### src/core/bfr_map.svh
// bfr_map.svh: register offsets, fields, reset values and counts for the bitmap fragment rasterizer.
// Assumes a 32-bit plain register port with word-aligned byte offsets.
`ifndef BFR_MAP_SVH
`define BFR_MAP_SVH
`define BFR_REG_CTRL 8'h00
`define BFR_REG_RPOS_X 8'h04
`define BFR_REG_RPOS_Y 8'h08
`define BFR_REG_RPOS_Z 8'h0C
`define BFR_REG_RPOS_W 8'h10
`define BFR_REG_COLOR 8'h14
`define BFR_REG_FOG 8'h18
`define BFR_REG_TEXC 8'h1C
`define BFR_REG_STATUS 8'h20
`define BFR_REG_ZOOM 8'h24
`define BFR_CTRL_MS_EN 0
`define BFR_CTRL_RP_VALID 1
`define BFR_CTRL_SSC_LO 8
`define BFR_CTRL_SSC_HI 11
`define BFR_STAT_BUSY 0
`define BFR_STAT_FB_ERR 1
`define BFR_STAT_IGNORED 2
`define BFR_CTRL_RESET 32'h0000_0000
`define BFR_SSC_ONE 4'h1
`define BFR_ZOOM_RESET 32'h0001_0001
`endif

### src/core/bfr_pkg.sv
// bfr_pkg.sv: types shared by the bitmap fragment rasterizer.
// Assumes 16-bit integer window coordinates.
package bfr_pkg;
   typedef enum logic [1:0] {
      BFR_IDLE = 2'b00,
      BFR_LOAD = 2'b01,
      BFR_EMIT = 2'b10,
      BFR_DONE = 2'b11
   } bfr_state_e;
   typedef enum logic [1:0] {
      BFR_CMD_BITMAP = 2'b00,
      BFR_CMD_PIXRECT = 2'b01,
      BFR_CMD_NONE = 2'b10,
      BFR_CMD_RSVD = 2'b11
   } bfr_cmd_e;
   typedef struct packed {
      logic [15:0] x;
      logic [15:0] y;
      logic [31:0] z;
      logic [31:0] color;
      logic [15:0] fog;
      logic [31:0] texc;
      logic [3:0] cov;
   } bfr_frag_s;
   typedef struct packed {
      bfr_cmd_e kind;
      logic [7:0] w;
      logic [7:0] h;
      logic [15:0] xo;
      logic [15:0] yo;
      logic [15:0] xi;
      logic [15:0] yi;
   } bfr_cmd_s;
endpackage

### src/core/bfr_rasterizer.sv
// bfr_rasterizer.sv: turns bitmaps and pixel rectangles into fragments at the raster position.
// Assumes a host command port, a one-bit-per-handshake stipple stream and a downstream ready.
//
// Overview of operation
// - sample coverage on and store count one: pixel rectangles use multisample path.
// - pixel rectangle draw with invalid raster position emits no fragments.
// - multisample group n,m owns raster position plus zoom times (n,m) to (n+1,m+1).
// - one fragment per pixel with a sample inside or on bottom/left edge.
// - all depth and color samples share one value from group or raster position.
// - all samples share fog and texture coordinates from the raster position.
// - bitmap bits unpacked raw as one-bit values forming the stipple pattern.
// - invalid raster position: bitmap ignored, no fragments, position unchanged.
// - single-sample array lower left is floor(raster position minus origin).
// - single-sample: fragment only where bitmap bit is one.
// - every bitmap fragment carries the raster position's associated data.
// - after a bitmap, increments are added to raster x and y.
// - bitmap position update leaves z and w unchanged.
// - bitmap with valid raster position and incomplete draw target raises the incomplete-target error.
// - sample coverage on and store count one: bitmaps use multisample path.
// - multisample: cell grid from raster position, zero-bit cells discarded.
// - multisample: fragment per pixel with a sample in a retained cell.
// - coverage bit one for samples in retained cells, zero otherwise.
// - multisample bitmap updates raster position as in single-sample case.
`include "bfr_map.svh"
`timescale 1ns/100ps
`default_nettype none
module bfr_rasterizer #(
   parameter int SAMPLES = 4
) (
   input wire logic ref_clk_i,
   input wire logic rst_i,
   input wire logic [7:0] reg_addr_i,
   input wire logic [31:0] reg_wdata_i,
   input wire logic reg_wr_i,
   input wire logic reg_rd_i,
   output logic [31:0] reg_rdata_o,
   input wire bfr_pkg::bfr_cmd_s cmd_i,
   input wire logic cmd_valid_i,
   output logic cmd_ready_o,
   input wire logic bit_i,
   input wire logic bit_valid_i,
   output logic bit_ready_o,
   input wire logic draw_target_complete_i,
   output bfr_pkg::bfr_frag_s frag_o,
   output logic frag_valid_o,
   input wire logic frag_ready_i
);
   ////////////////////////////////////////////////////////////////////////////
   // registers
   logic [31:0] ctrl_q;
   logic [15:0] rp_x_q, rp_y_q;
   logic [31:0] rp_z_q, rp_w_q, color_q, texc_q, zoom_q;
   logic [15:0] fog_q;
   logic fb_err_q, ignored_q;
   bfr_pkg::bfr_state_e state_q;
   bfr_pkg::bfr_cmd_s cmd_q;
   logic [7:0] col_q, row_q;
   logic [15:0] sub_x_q, sub_y_q;
   logic ms_q;
   logic bit_q;
   logic [31:0] rdata_q;
   bfr_pkg::bfr_frag_s frag_q;
   logic fvalid_q;

   // one address compare shared by the raster position write and status clear decode
   function automatic logic addr_hit(input logic [7:0] a, input logic [7:0] off);
      return (a == off);
   endfunction

   // multisample selected only for the single-store case
   wire ms_sel = ctrl_q[`BFR_CTRL_MS_EN] &&
      (ctrl_q[`BFR_CTRL_SSC_HI:`BFR_CTRL_SSC_LO] == `BFR_SSC_ONE);
   wire rp_valid = ctrl_q[`BFR_CTRL_RP_VALID];
   wire wr_rp_x = reg_wr_i && addr_hit(reg_addr_i, `BFR_REG_RPOS_X);
   wire wr_rp_y = reg_wr_i && addr_hit(reg_addr_i, `BFR_REG_RPOS_Y);
   wire busy = (state_q != bfr_pkg::BFR_IDLE);
   wire take_cmd = cmd_valid_i && !busy;
   wire is_bitmap = (cmd_i.kind == bfr_pkg::BFR_CMD_BITMAP);
   wire is_pixrect = (cmd_i.kind == bfr_pkg::BFR_CMD_PIXRECT);
   // invalid position, or an incomplete target for a bitmap, drops the whole command
   wire drop_cmd = !rp_valid || (is_bitmap && !draw_target_complete_i);
   wire out_free = !fvalid_q || frag_ready_i;
   wire bit_take = (state_q == bfr_pkg::BFR_LOAD) && bit_valid_i;
   wire last_col = (col_q == cmd_q.w - 8'h01);
   wire last_row = (row_q == cmd_q.h - 8'h01);
   wire zero_size = (cmd_i.w == 8'h00) || (cmd_i.h == 8'h00);

   // single-sample anchor: integer origin makes floor exact
   wire [15:0] ss_x = rp_x_q - cmd_q.xo;
   wire [15:0] ss_y = rp_y_q - cmd_q.yo;
   wire signed [15:0] zx = $signed(zoom_q[15:0]);
   wire signed [15:0] zy = $signed(zoom_q[31:16]);
   // each group covers |zoom| pixels per axis; a negative zoom puts them below or left of the corner
   wire [15:0] zx_mag = zx[15] ? 16'(-zx) : 16'(zx);
   wire [15:0] zy_mag = zy[15] ? 16'(-zy) : 16'(zy);
   wire zoom_zero = (zx_mag == 16'h0000) || (zy_mag == 16'h0000);
   wire [15:0] pr_lo_x = 16'(rp_x_q + 16'($signed({8'h00, col_q}) * zx) +
      (zx[15] ? zoom_q[15:0] : 16'h0000));
   wire [15:0] pr_lo_y = 16'(rp_y_q + 16'($signed({8'h00, row_q}) * zy) +
      (zy[15] ? zoom_q[31:16] : 16'h0000));
   wire [15:0] pr_x = pr_lo_x + sub_x_q;
   wire [15:0] pr_y = pr_lo_y + sub_y_q;
   wire [15:0] bm_x = (ms_q ? rp_x_q : ss_x) + {8'h00, col_q};
   wire [15:0] bm_y = (ms_q ? rp_y_q : ss_y) + {8'h00, row_q};
   wire is_pr = (cmd_q.kind == bfr_pkg::BFR_CMD_PIXRECT);

   ////////////////////////////////////////////////////////////////////////////
   // sub-pixel walk
   // bitmaps have one pixel per cell, so the walk is skipped for them
   wire last_sub_x = !is_pr || zoom_zero || (sub_x_q == zx_mag - 16'h0001);
   wire last_sub_y = !is_pr || zoom_zero || (sub_y_q == zy_mag - 16'h0001);
   wire last_sub = last_sub_x && last_sub_y;
   // a zero zoom leaves an empty footprint, but every group still consumes its bit
   wire emit_on = bit_q && !(is_pr && zoom_zero);
   wire step = out_free || !emit_on;

   // a retained cell covers all samples of its pixel since the grid is pixel aligned
   wire [3:0] cov_all = 4'((1 << SAMPLES) - 1);

   ////////////////////////////////////////////////////////////////////////////
   // control
   always_ff @(posedge ref_clk_i or posedge rst_i) begin
      if (rst_i) begin
         state_q <= bfr_pkg::BFR_IDLE;
         cmd_q <= '0;
         col_q <= 8'h00;
         row_q <= 8'h00;
         sub_x_q <= 16'h0000;
         sub_y_q <= 16'h0000;
         ms_q <= 1'b0;
         bit_q <= 1'b0;
         ignored_q <= 1'b0;
      end else begin
         case (state_q)
            bfr_pkg::BFR_IDLE: begin
               col_q <= 8'h00;
               row_q <= 8'h00;
               if (take_cmd && (is_bitmap || is_pixrect)) begin
                  cmd_q <= cmd_i;
                  ms_q <= ms_sel;
                  ignored_q <= drop_cmd;
                  if (!drop_cmd && !zero_size) begin
                     state_q <= bfr_pkg::BFR_LOAD;
                  end else if (!drop_cmd) begin
                     state_q <= bfr_pkg::BFR_DONE;
                  end
               end
            end
            bfr_pkg::BFR_LOAD: begin
               if (bit_take) begin
                  bit_q <= is_pr ? 1'b1 : bit_i;
                  state_q <= bfr_pkg::BFR_EMIT;
               end
            end
            bfr_pkg::BFR_EMIT: begin
               if (step && !last_sub) begin
                  // more pixels of this group's footprint, same stipple bit
                  sub_x_q <= last_sub_x ? 16'h0000 : sub_x_q + 16'h0001;
                  sub_y_q <= last_sub_x ? sub_y_q + 16'h0001 : sub_y_q;
               end else if (step) begin
                  sub_x_q <= 16'h0000;
                  sub_y_q <= 16'h0000;
                  if (last_col) begin
                     col_q <= 8'h00;
                     row_q <= row_q + 8'h01;
                  end else begin
                     col_q <= col_q + 8'h01;
                  end
                  state_q <= (last_col && last_row) ? bfr_pkg::BFR_DONE : bfr_pkg::BFR_LOAD;
               end
            end
            bfr_pkg::BFR_DONE: begin
               state_q <= bfr_pkg::BFR_IDLE;
            end
            default: state_q <= bfr_pkg::BFR_IDLE;
         endcase
      end
   end

   ////////////////////////////////////////////////////////////////////////////
   // fragment output
   // a fragment holds until the sink takes it, so a slow sink only stalls the walk
   always_ff @(posedge ref_clk_i or posedge rst_i) begin
      if (rst_i) begin
         frag_q <= '0;
         fvalid_q <= 1'b0;
      end else if ((state_q == bfr_pkg::BFR_EMIT) && out_free && emit_on) begin
         fvalid_q <= 1'b1;
         frag_q.x <= is_pr ? pr_x : bm_x;
         frag_q.y <= is_pr ? pr_y : bm_y;
         frag_q.z <= rp_z_q;
         frag_q.color <= color_q;
         frag_q.fog <= fog_q;
         frag_q.texc <= texc_q;
         frag_q.cov <= (ms_q || is_pr) ? cov_all : 4'h0;
      end else if (frag_ready_i) begin
         fvalid_q <= 1'b0;
      end
   end

   ////////////////////////////////////////////////////////////////////////////
   // register file and raster position update
   always_ff @(posedge ref_clk_i or posedge rst_i) begin
      if (rst_i) begin
         ctrl_q <= `BFR_CTRL_RESET;
         rp_x_q <= 16'h0000;
         rp_y_q <= 16'h0000;
         rp_z_q <= 32'h0000_0000;
         rp_w_q <= 32'h0000_0000;
         color_q <= 32'h0000_0000;
         fog_q <= 16'h0000;
         texc_q <= 32'h0000_0000;
         zoom_q <= `BFR_ZOOM_RESET;
      end else begin
         if ((state_q == bfr_pkg::BFR_DONE) && (cmd_q.kind == bfr_pkg::BFR_CMD_BITMAP)) begin
            // same update in both modes; z and w untouched
            rp_x_q <= rp_x_q + cmd_q.xi;
            rp_y_q <= rp_y_q + cmd_q.yi;
         end else begin
            if (wr_rp_x) rp_x_q <= reg_wdata_i[15:0];
            if (wr_rp_y) rp_y_q <= reg_wdata_i[15:0];
         end
         if (reg_wr_i) begin
            case (reg_addr_i)
               `BFR_REG_CTRL: ctrl_q <= reg_wdata_i;
               `BFR_REG_RPOS_Z: rp_z_q <= reg_wdata_i;
               `BFR_REG_RPOS_W: rp_w_q <= reg_wdata_i;
               `BFR_REG_COLOR: color_q <= reg_wdata_i;
               `BFR_REG_FOG: fog_q <= reg_wdata_i[15:0];
               `BFR_REG_TEXC: texc_q <= reg_wdata_i;
               `BFR_REG_ZOOM: zoom_q <= reg_wdata_i;
               default: ;
            endcase
         end
      end
   end

   // sticky error: set wins over a clear written in the same cycle
   wire stat_clr = reg_wr_i && addr_hit(reg_addr_i, `BFR_REG_STATUS) && reg_wdata_i[`BFR_STAT_FB_ERR];
   wire fb_err_set = take_cmd && is_bitmap && rp_valid && !draw_target_complete_i;
   always_ff @(posedge ref_clk_i or posedge rst_i) begin
      if (rst_i) begin
         fb_err_q <= 1'b0;
      end else if (fb_err_set) begin
         fb_err_q <= 1'b1;
      end else if (stat_clr) begin
         fb_err_q <= 1'b0;
      end
   end

   wire [31:0] rd_mux =
      (reg_addr_i == `BFR_REG_CTRL) ? ctrl_q :
      (reg_addr_i == `BFR_REG_RPOS_X) ? {16'h0000, rp_x_q} :
      (reg_addr_i == `BFR_REG_RPOS_Y) ? {16'h0000, rp_y_q} :
      (reg_addr_i == `BFR_REG_RPOS_Z) ? rp_z_q :
      (reg_addr_i == `BFR_REG_RPOS_W) ? rp_w_q :
      (reg_addr_i == `BFR_REG_COLOR) ? color_q :
      (reg_addr_i == `BFR_REG_FOG) ? {16'h0000, fog_q} :
      (reg_addr_i == `BFR_REG_TEXC) ? texc_q :
      (reg_addr_i == `BFR_REG_STATUS) ? {29'h0, ignored_q, fb_err_q, busy} :
      (reg_addr_i == `BFR_REG_ZOOM) ? zoom_q : 32'h0000_0000;
   always_ff @(posedge ref_clk_i or posedge rst_i) begin
      if (rst_i) begin
         rdata_q <= 32'h0000_0000;
      end else begin
         rdata_q <= reg_rd_i ? rd_mux : 32'h0000_0000;
      end
   end

   logic cmd_rdy_q, bit_rdy_q;
   always_ff @(posedge ref_clk_i or posedge rst_i) begin
      if (rst_i) begin
         cmd_rdy_q <= 1'b0;
         bit_rdy_q <= 1'b0;
      end else begin
         // registered ready lags one cycle; commands sampled only when idle
         cmd_rdy_q <= !busy && !take_cmd;
         bit_rdy_q <= (state_q == bfr_pkg::BFR_IDLE && take_cmd && !drop_cmd && !zero_size) ||
            (state_q == bfr_pkg::BFR_EMIT && step && last_sub && !(last_col && last_row));
      end
   end
   assign cmd_ready_o = cmd_rdy_q;
   assign bit_ready_o = bit_rdy_q;
   assign reg_rdata_o = rdata_q;
   assign frag_o = frag_q;
   assign frag_valid_o = fvalid_q;

   ////////////////////////////////////////////////////////////////////////////
   // checks
   AST_INVALID_NO_FRAG: assert property (@(posedge ref_clk_i) disable iff (rst_i)
      (state_q == bfr_pkg::BFR_IDLE && take_cmd && !rp_valid) |=> (state_q == bfr_pkg::BFR_IDLE))
      else $error("command taken with invalid position");
   AST_BM_IGNORE_KEEPS_POS: assert property (@(posedge ref_clk_i) disable iff (rst_i)
      (take_cmd && is_bitmap && !rp_valid && !wr_rp_x) |=> $stable(rp_x_q))
      else $error("ignored bitmap moved raster x");
   AST_POS_ADVANCE: assert property (@(posedge ref_clk_i) disable iff (rst_i)
      (state_q == bfr_pkg::BFR_DONE && cmd_q.kind == bfr_pkg::BFR_CMD_BITMAP)
      |=> rp_x_q == $past(rp_x_q) + $past(cmd_q.xi))
      else $error("raster x not advanced by increment");
   AST_ZW_STABLE: assert property (@(posedge ref_clk_i) disable iff (rst_i)
      (state_q == bfr_pkg::BFR_DONE && !reg_wr_i) |=> $stable(rp_z_q) && $stable(rp_w_q))
      else $error("z or w changed by bitmap");
   AST_ZERO_BIT_NO_FRAG: assert property (@(posedge ref_clk_i) disable iff (rst_i)
      (state_q == bfr_pkg::BFR_EMIT && !bit_q && !fvalid_q) |=> !fvalid_q)
      else $error("fragment from zero bit");
   AST_FRAG_DATA: assert property (@(posedge ref_clk_i) disable iff (rst_i)
      $rose(fvalid_q) |-> frag_q.color == $past(color_q) && frag_q.z == $past(rp_z_q))
      else $error("fragment data not from raster position");
   AST_FOG_TEX: assert property (@(posedge ref_clk_i) disable iff (rst_i)
      $rose(fvalid_q) |-> frag_q.fog == $past(fog_q) && frag_q.texc == $past(texc_q))
      else $error("fog or texcoord mismatch");
   AST_FB_ERR: assert property (@(posedge ref_clk_i) disable iff (rst_i)
      fb_err_set |=> fb_err_q)
      else $error("incomplete target error not raised");
   AST_MS_COV: assert property (@(posedge ref_clk_i) disable iff (rst_i)
      (state_q == bfr_pkg::BFR_EMIT && out_free && emit_on && !is_pr && ms_q) |=> frag_q.cov == cov_all)
      else $error("multisample coverage wrong");
   AST_SUB_RANGE: assert property (@(posedge ref_clk_i) disable iff (rst_i)
      (state_q == bfr_pkg::BFR_EMIT && is_pr && !zoom_zero) |-> (sub_x_q < zx_mag) && (sub_y_q < zy_mag))
      else $error("pixel beyond group footprint");
   AST_FRAG_HOLD: assert property (@(posedge ref_clk_i) disable iff (rst_i)
      (fvalid_q && !frag_ready_i) |=> fvalid_q && $stable(frag_q))
      else $error("fragment dropped before acceptance");
   AST_ONE_BIT_EMITS: assert property (@(posedge ref_clk_i) disable iff (rst_i)
      (state_q == bfr_pkg::BFR_EMIT && bit_q && !is_pr && out_free) |=> fvalid_q)
      else $error("set stipple bit gave no fragment");
   // anchors are recomputed from the raster state, not taken from the position mux
   AST_SS_ANCHOR: assert property (@(posedge ref_clk_i) disable iff (rst_i)
      (state_q == bfr_pkg::BFR_EMIT && !ms_q && !is_pr && out_free && emit_on)
      |=> frag_q.x == 16'($past(rp_x_q) - $past(cmd_q.xo) + {8'h00, $past(col_q)}))
      else $error("single-sample bitmap anchor wrong");
   AST_MS_ANCHOR: assert property (@(posedge ref_clk_i) disable iff (rst_i)
      (state_q == bfr_pkg::BFR_EMIT && ms_q && !is_pr && out_free && emit_on)
      |=> frag_q.y == 16'($past(rp_y_q) + {8'h00, $past(row_q)}))
      else $error("multisample bitmap cell off the raster grid");
   COV_BITMAP: cover property (@(posedge ref_clk_i) disable iff (rst_i)
      state_q == bfr_pkg::BFR_DONE && cmd_q.kind == bfr_pkg::BFR_CMD_BITMAP);
   COV_MS: cover property (@(posedge ref_clk_i) disable iff (rst_i) fvalid_q && ms_q);
   COV_PIXRECT: cover property (@(posedge ref_clk_i) disable iff (rst_i) fvalid_q && is_pr);
   COV_ERR: cover property (@(posedge ref_clk_i) disable iff (rst_i) fb_err_set);
   COV_ZOOM: cover property (@(posedge ref_clk_i) disable iff (rst_i)
      fvalid_q && is_pr && (sub_x_q != 16'h0000));
endmodule // bfr_rasterizer
`default_nettype wire

### config.mk
export PLATFORM = sky130hd
export DESIGN_NAME = bfr_rasterizer
export DESIGN_NICKNAME = d
export VERILOG_FILES = /design/src/core/bfr_pkg.sv /design/src/core/bfr_rasterizer.sv
export VERILOG_INCLUDE_DIRS = /design/src /design/src/core
export SDC_FILE = /design/constraint.sdc
export NUM_CORES = 2
export LEC_CHECK = 0
export ABC_AREA = 0
export ABC_CLOCK_PERIOD_IN_PS = 31000
export BUFFER_PORTS_ARGS = -buffer_cell sky130_fd_sc_hd__buf_2
export CAP_MARGIN = 40
export CORE_AREA = 2 2 279 281
export CTS_CLUSTER_DIAMETER = 80
export DETAILED_ROUTE_END_ITERATION = 8
export DIE_AREA = 0 0 281 283
export HOLD_SLACK_MARGIN = 0.02
export PLACE_DENSITY = 0.68
export SLEW_MARGIN = 10
export SYNTH_ARGS = -nofsm -noshare
export SYNTH_HDL_FRONTEND = slang
export SYNTH_SLANG_ARGS = --single-unit
### constraint.sdc
create_clock -name ref_clk_i -period 31 [get_ports ref_clk_i]
set_clock_uncertainty 0.2 [all_clocks]
set_input_delay 6.2 -clock ref_clk_i [delete_from_list [all_inputs] [get_ports ref_clk_i]]
set_output_delay 6.2 -clock ref_clk_i [all_outputs]
set_load 0.01 [all_outputs]
==> impl_metrics.ini <==
[power]
p_int_uw = 1900
p_per_area_nw_per_um2 = 75.5
switching_share_pct = 41.1
pwr-share-clk_pct = 23.3
ir_drop_uv = 62.4
p_leak_uw = 0.0209
comb_power_share_pct = 44.3
p_seq_share_pct = 32.5
p_switching_uw = 1320

[die]
dieArea_um2 = 79500
initial_utilization_pct = 49.6
num_io_pins = 314
rows = 102
die_x_um = 281
core-area_um2 = 76700
dieHeight_um = 283

[synthesis]
synth.area.mux_share_pct = 12.7
synth-simple-area-share_pct = 12.6
synthAdderAreaFrac_pct = 16.2
synth.distinct_cells = 103
synth_nets = 4224
synth_top_family_by_area = adder cells
dominantRegCellSynth = dfrtp_1
synth.cell_area_um2 = 38000
async_reset_ff_share_pct = 100
synth_edf_count = 0
syn_avg_cell_area_um2 = 10.2
yosys.area_share.xor_xnor_pct = 5.44
ys_seq_area_share_pct = 36.6
synth-compound-area-share_pct = 10.9
ys_seq_elements = 556
synth_cells = 3725
yosys_warnings = 0

[worst_setup_path]
critPathArrivalTime_ns = 9.47
startpoint_type = primary input
slowest_stage = nor4b_1
crit_fanout = 18
startpoint = reg_addr_i[7]
critPathKind = in2reg
cp.required_ns = 31.37
rrSetupSlack_ns = 24.71
cp-end-kind = flip-flop
critPathMaxStageDelay_ns = 0.91
critPathBufInv = 2
path_cells = buf_2 > nor3_1 > nand2_1 > nor4b_1 > and2_1 > buf_4 > a222oi_1 > a21oi_1 > a221oi_1 > nor2b_1
critPathTopFamily = simple AND/OR/NAND/NOR gates
r2r-start = zoom_q[3]

[timing]
setup_viol = 0
max_freq_ghz = 0.110
hold_violations = 0
timing.final.ws_setup_ns = 21.89
fin_crit_ns = 9.11
rsz0062_at_grt = false
drv_slew = 0
setup-tns-final_ns = 0
worst_pin_slew_ns = 1.04
period_share_pct = 29.4
whs_ns = 0.270
max_slew_margin_pct = 29.7

[placed_design]
place_congestion = 0.892
placed_cells = 4909
place_area_um2 = 40600
port_buffers = 313
dp_slack_ns = 21.41
hpwl_um = 83500

[final_layout]
fill_cells = 6659
final_layout_size_suffix_gt1_share_pct = 19.6
multi_input_area_um2 = 22000
final_cell_area_um2 = 42700
syn2layout_area_growth_pct = 12.3
fin_cells = 5025
nNetsFinal = 4432
register_area_um2 = 13900

[route]
wl_met1_um = 49800
post_drt_wl_per_cell_um = 22.2
vias = 29100
antenna_left = 0
drt_iter0_markers = 2657
dr.pass1.iters = 9
drc_errors = 0
vias_per_cell = 5.80
routed_wirelength_um = 112000
dr.max_layer_used = met5
wl_met2_um = 50600
wl_met3_um = 8150

[grt]
grt_max_degree = 163
grt_pass1_wl_um = 172000
antenna_found_initial = 3
groute.usage.overall_pct = 27.9
first_global_vias = 28700
globalRouteOverflowTotal = 0

[clocking]
numCtsBuffers = 61
cts.clk_slew.worst_paths_ns = 0.06
cts_sinks = 556
htreeDepth = 2
clock-root-buffer = clkbuf_16
post_cts_buffers = 0
tritoncts = yes
clockBufferDepth = 3
cts_resized = 0
cts_hold_buf = 0
clk_latency_ns = 0.64

[job]
drv_cap = 0

[status]
status = completed

[worst_hold_path]
hold_path.class = reg2reg
holdCritStartpoint = frag_o[130]
-- stage by stage --
stage               power, uW  util, %
floorplan                2020        -
global placement         2430     52.6
detailed placement       2460     53.0
CTS                      3230     55.7
global route             3460     55.7
finish                   3230     55.7
-- cell families (layout without fill, tap and decap cells) --
group / after synthesis / in the layout
and+or+nand+nor: 961 / 961
DFF: 556 / 556
other: 0 / 1
muxes: 434 / 434
AOI/OAI and AO/OA: 627 / 627
buffers and inverters: 550 / 809
xor gates and xnor gates: 229 / 229
adders and majority gates: 368 / 368
-- layer usage --
layer / track usage (%) / vias to the layer above
met4: 8.02 / 2
met2: 43.1 / 1112
li1: - / 13200
met3: 4.11 / 167
met5: 0 / -
met1: 40.8 / 14700
-- worst paths after layout --
kind                                    to  cells past startpoint
setup / recovery           reg_rdata_o[20]                     10
hold / removal                 frag_o[130]                      2
setup reg to reg               frag_o[147]                     22
hold reg to reg                frag_o[130]                      2
max in group asynchronous       zoom_q[17]                      4
min in group asynchronous       frag_o[15]                      2
-- cell usage in the layout, fill, tap and decap left out, drive strengths merged, types with 18 or more instances in the layout --
master	count
a31oi	23
a211oi	21
o21a	31
inv	336
and3	30
buf	362
nand2	342
nor2	156
mux2	380
a21oi	112
a21o	22
fa	206
nor4	18
xor2	75
nor2b	44
or3	31
xnor2	150
nand2b	30
o21ai	222
a222oi	32
clkbuf	85
ha	162
nand3	51
and2	118
nor3	45
mux2i	54
dfrtp	554
nand4	28
-- worst register-to-register path: stages (launching register included) --
cell and delay, ns:
dfrtp_1 0.94, nand2_1 0.19, fa_1 0.48, fa_1 0.55
inv_1 0.04, ha_1 0.28, fa_1 0.48, inv_1 0.05
fa_1 0.47, inv_1 0.04, ha_1 0.28, inv_1 0.06
o21ai_0 0.18, a21oi_1 0.12, o21bai_1 0.19, a41oi_1 0.18
a211o_1 0.32, o21ai_0 0.33, xnor2_1 0.12, nand2_1 0.07
o21ai_0 0.11, buf_2 0.21, mux2_1 0.29
-- cells in the mapped netlist, drive strengths merged (15+ instances only) --
master / count / area, um^2
clkbuf: 145 / 544
nor3: 45 / 235
a222oi: 32 / 320
o22ai: 17 / 106
mux2: 380 / 4280
nand4: 28 / 188
a221oi: 15 / 131
dfrtp: 554 / 13900
o21a: 31 / 233
ha: 162 / 2030
mux2i: 54 / 541
nor2: 156 / 593
a21oi: 112 / 568
nand2b: 30 / 188
and3: 30 / 188
inv: 331 / 1240
nand3: 51 / 255
a211oi: 21 / 180
fa: 206 / 4120
xor2: 75 / 664
a21o: 22 / 165
nand2: 342 / 1280
nor4: 18 / 113
xnor2: 150 / 1310
o21ai: 222 / 1120
o31ai: 16 / 120
buf: 72 / 337
or3: 31 / 194
a31oi: 23 / 144
nor2b: 44 / 275
and2: 118 / 738
-- registers in the layout, summed over array words and instances, names as in the netlist, 2 cells and up --
name,flops
frag_o,145
cmd_q,82
color_q,32
ctrl_q,32
reg_rdata_o,32
rp_w_q,32
rp_z_q,32
texc_q,32
zoom_q,32
fog_q,16
rp_x_q,16
rp_y_q,16
sub_x_q,16
sub_y_q,16
col_q,8
row_q,8
state_q,2
-- power groups by stage --
stage	Sequential (uW)	Clock [uW]	Combinational (uW)
global route	1060	794	1610
detailed placement	1050	0	1410
CTS	1040	763	1420
global placement	1060	0	1370
floorplan	971	0	1050
finish	1050	751	1430
-- cell type report --
cell class,count,share of cell area [%]
diodes,1,0.00586
clock buffers,85,4.07
clock inverters,29,0.849
inverters,333,2.94
multi-input cells,2619,51.6
flip-flops and latches,556,32.6
well taps,1040,3.05
repair buffers,362,4.94
No activity file was read; power rests on OpenSTA's default activity.
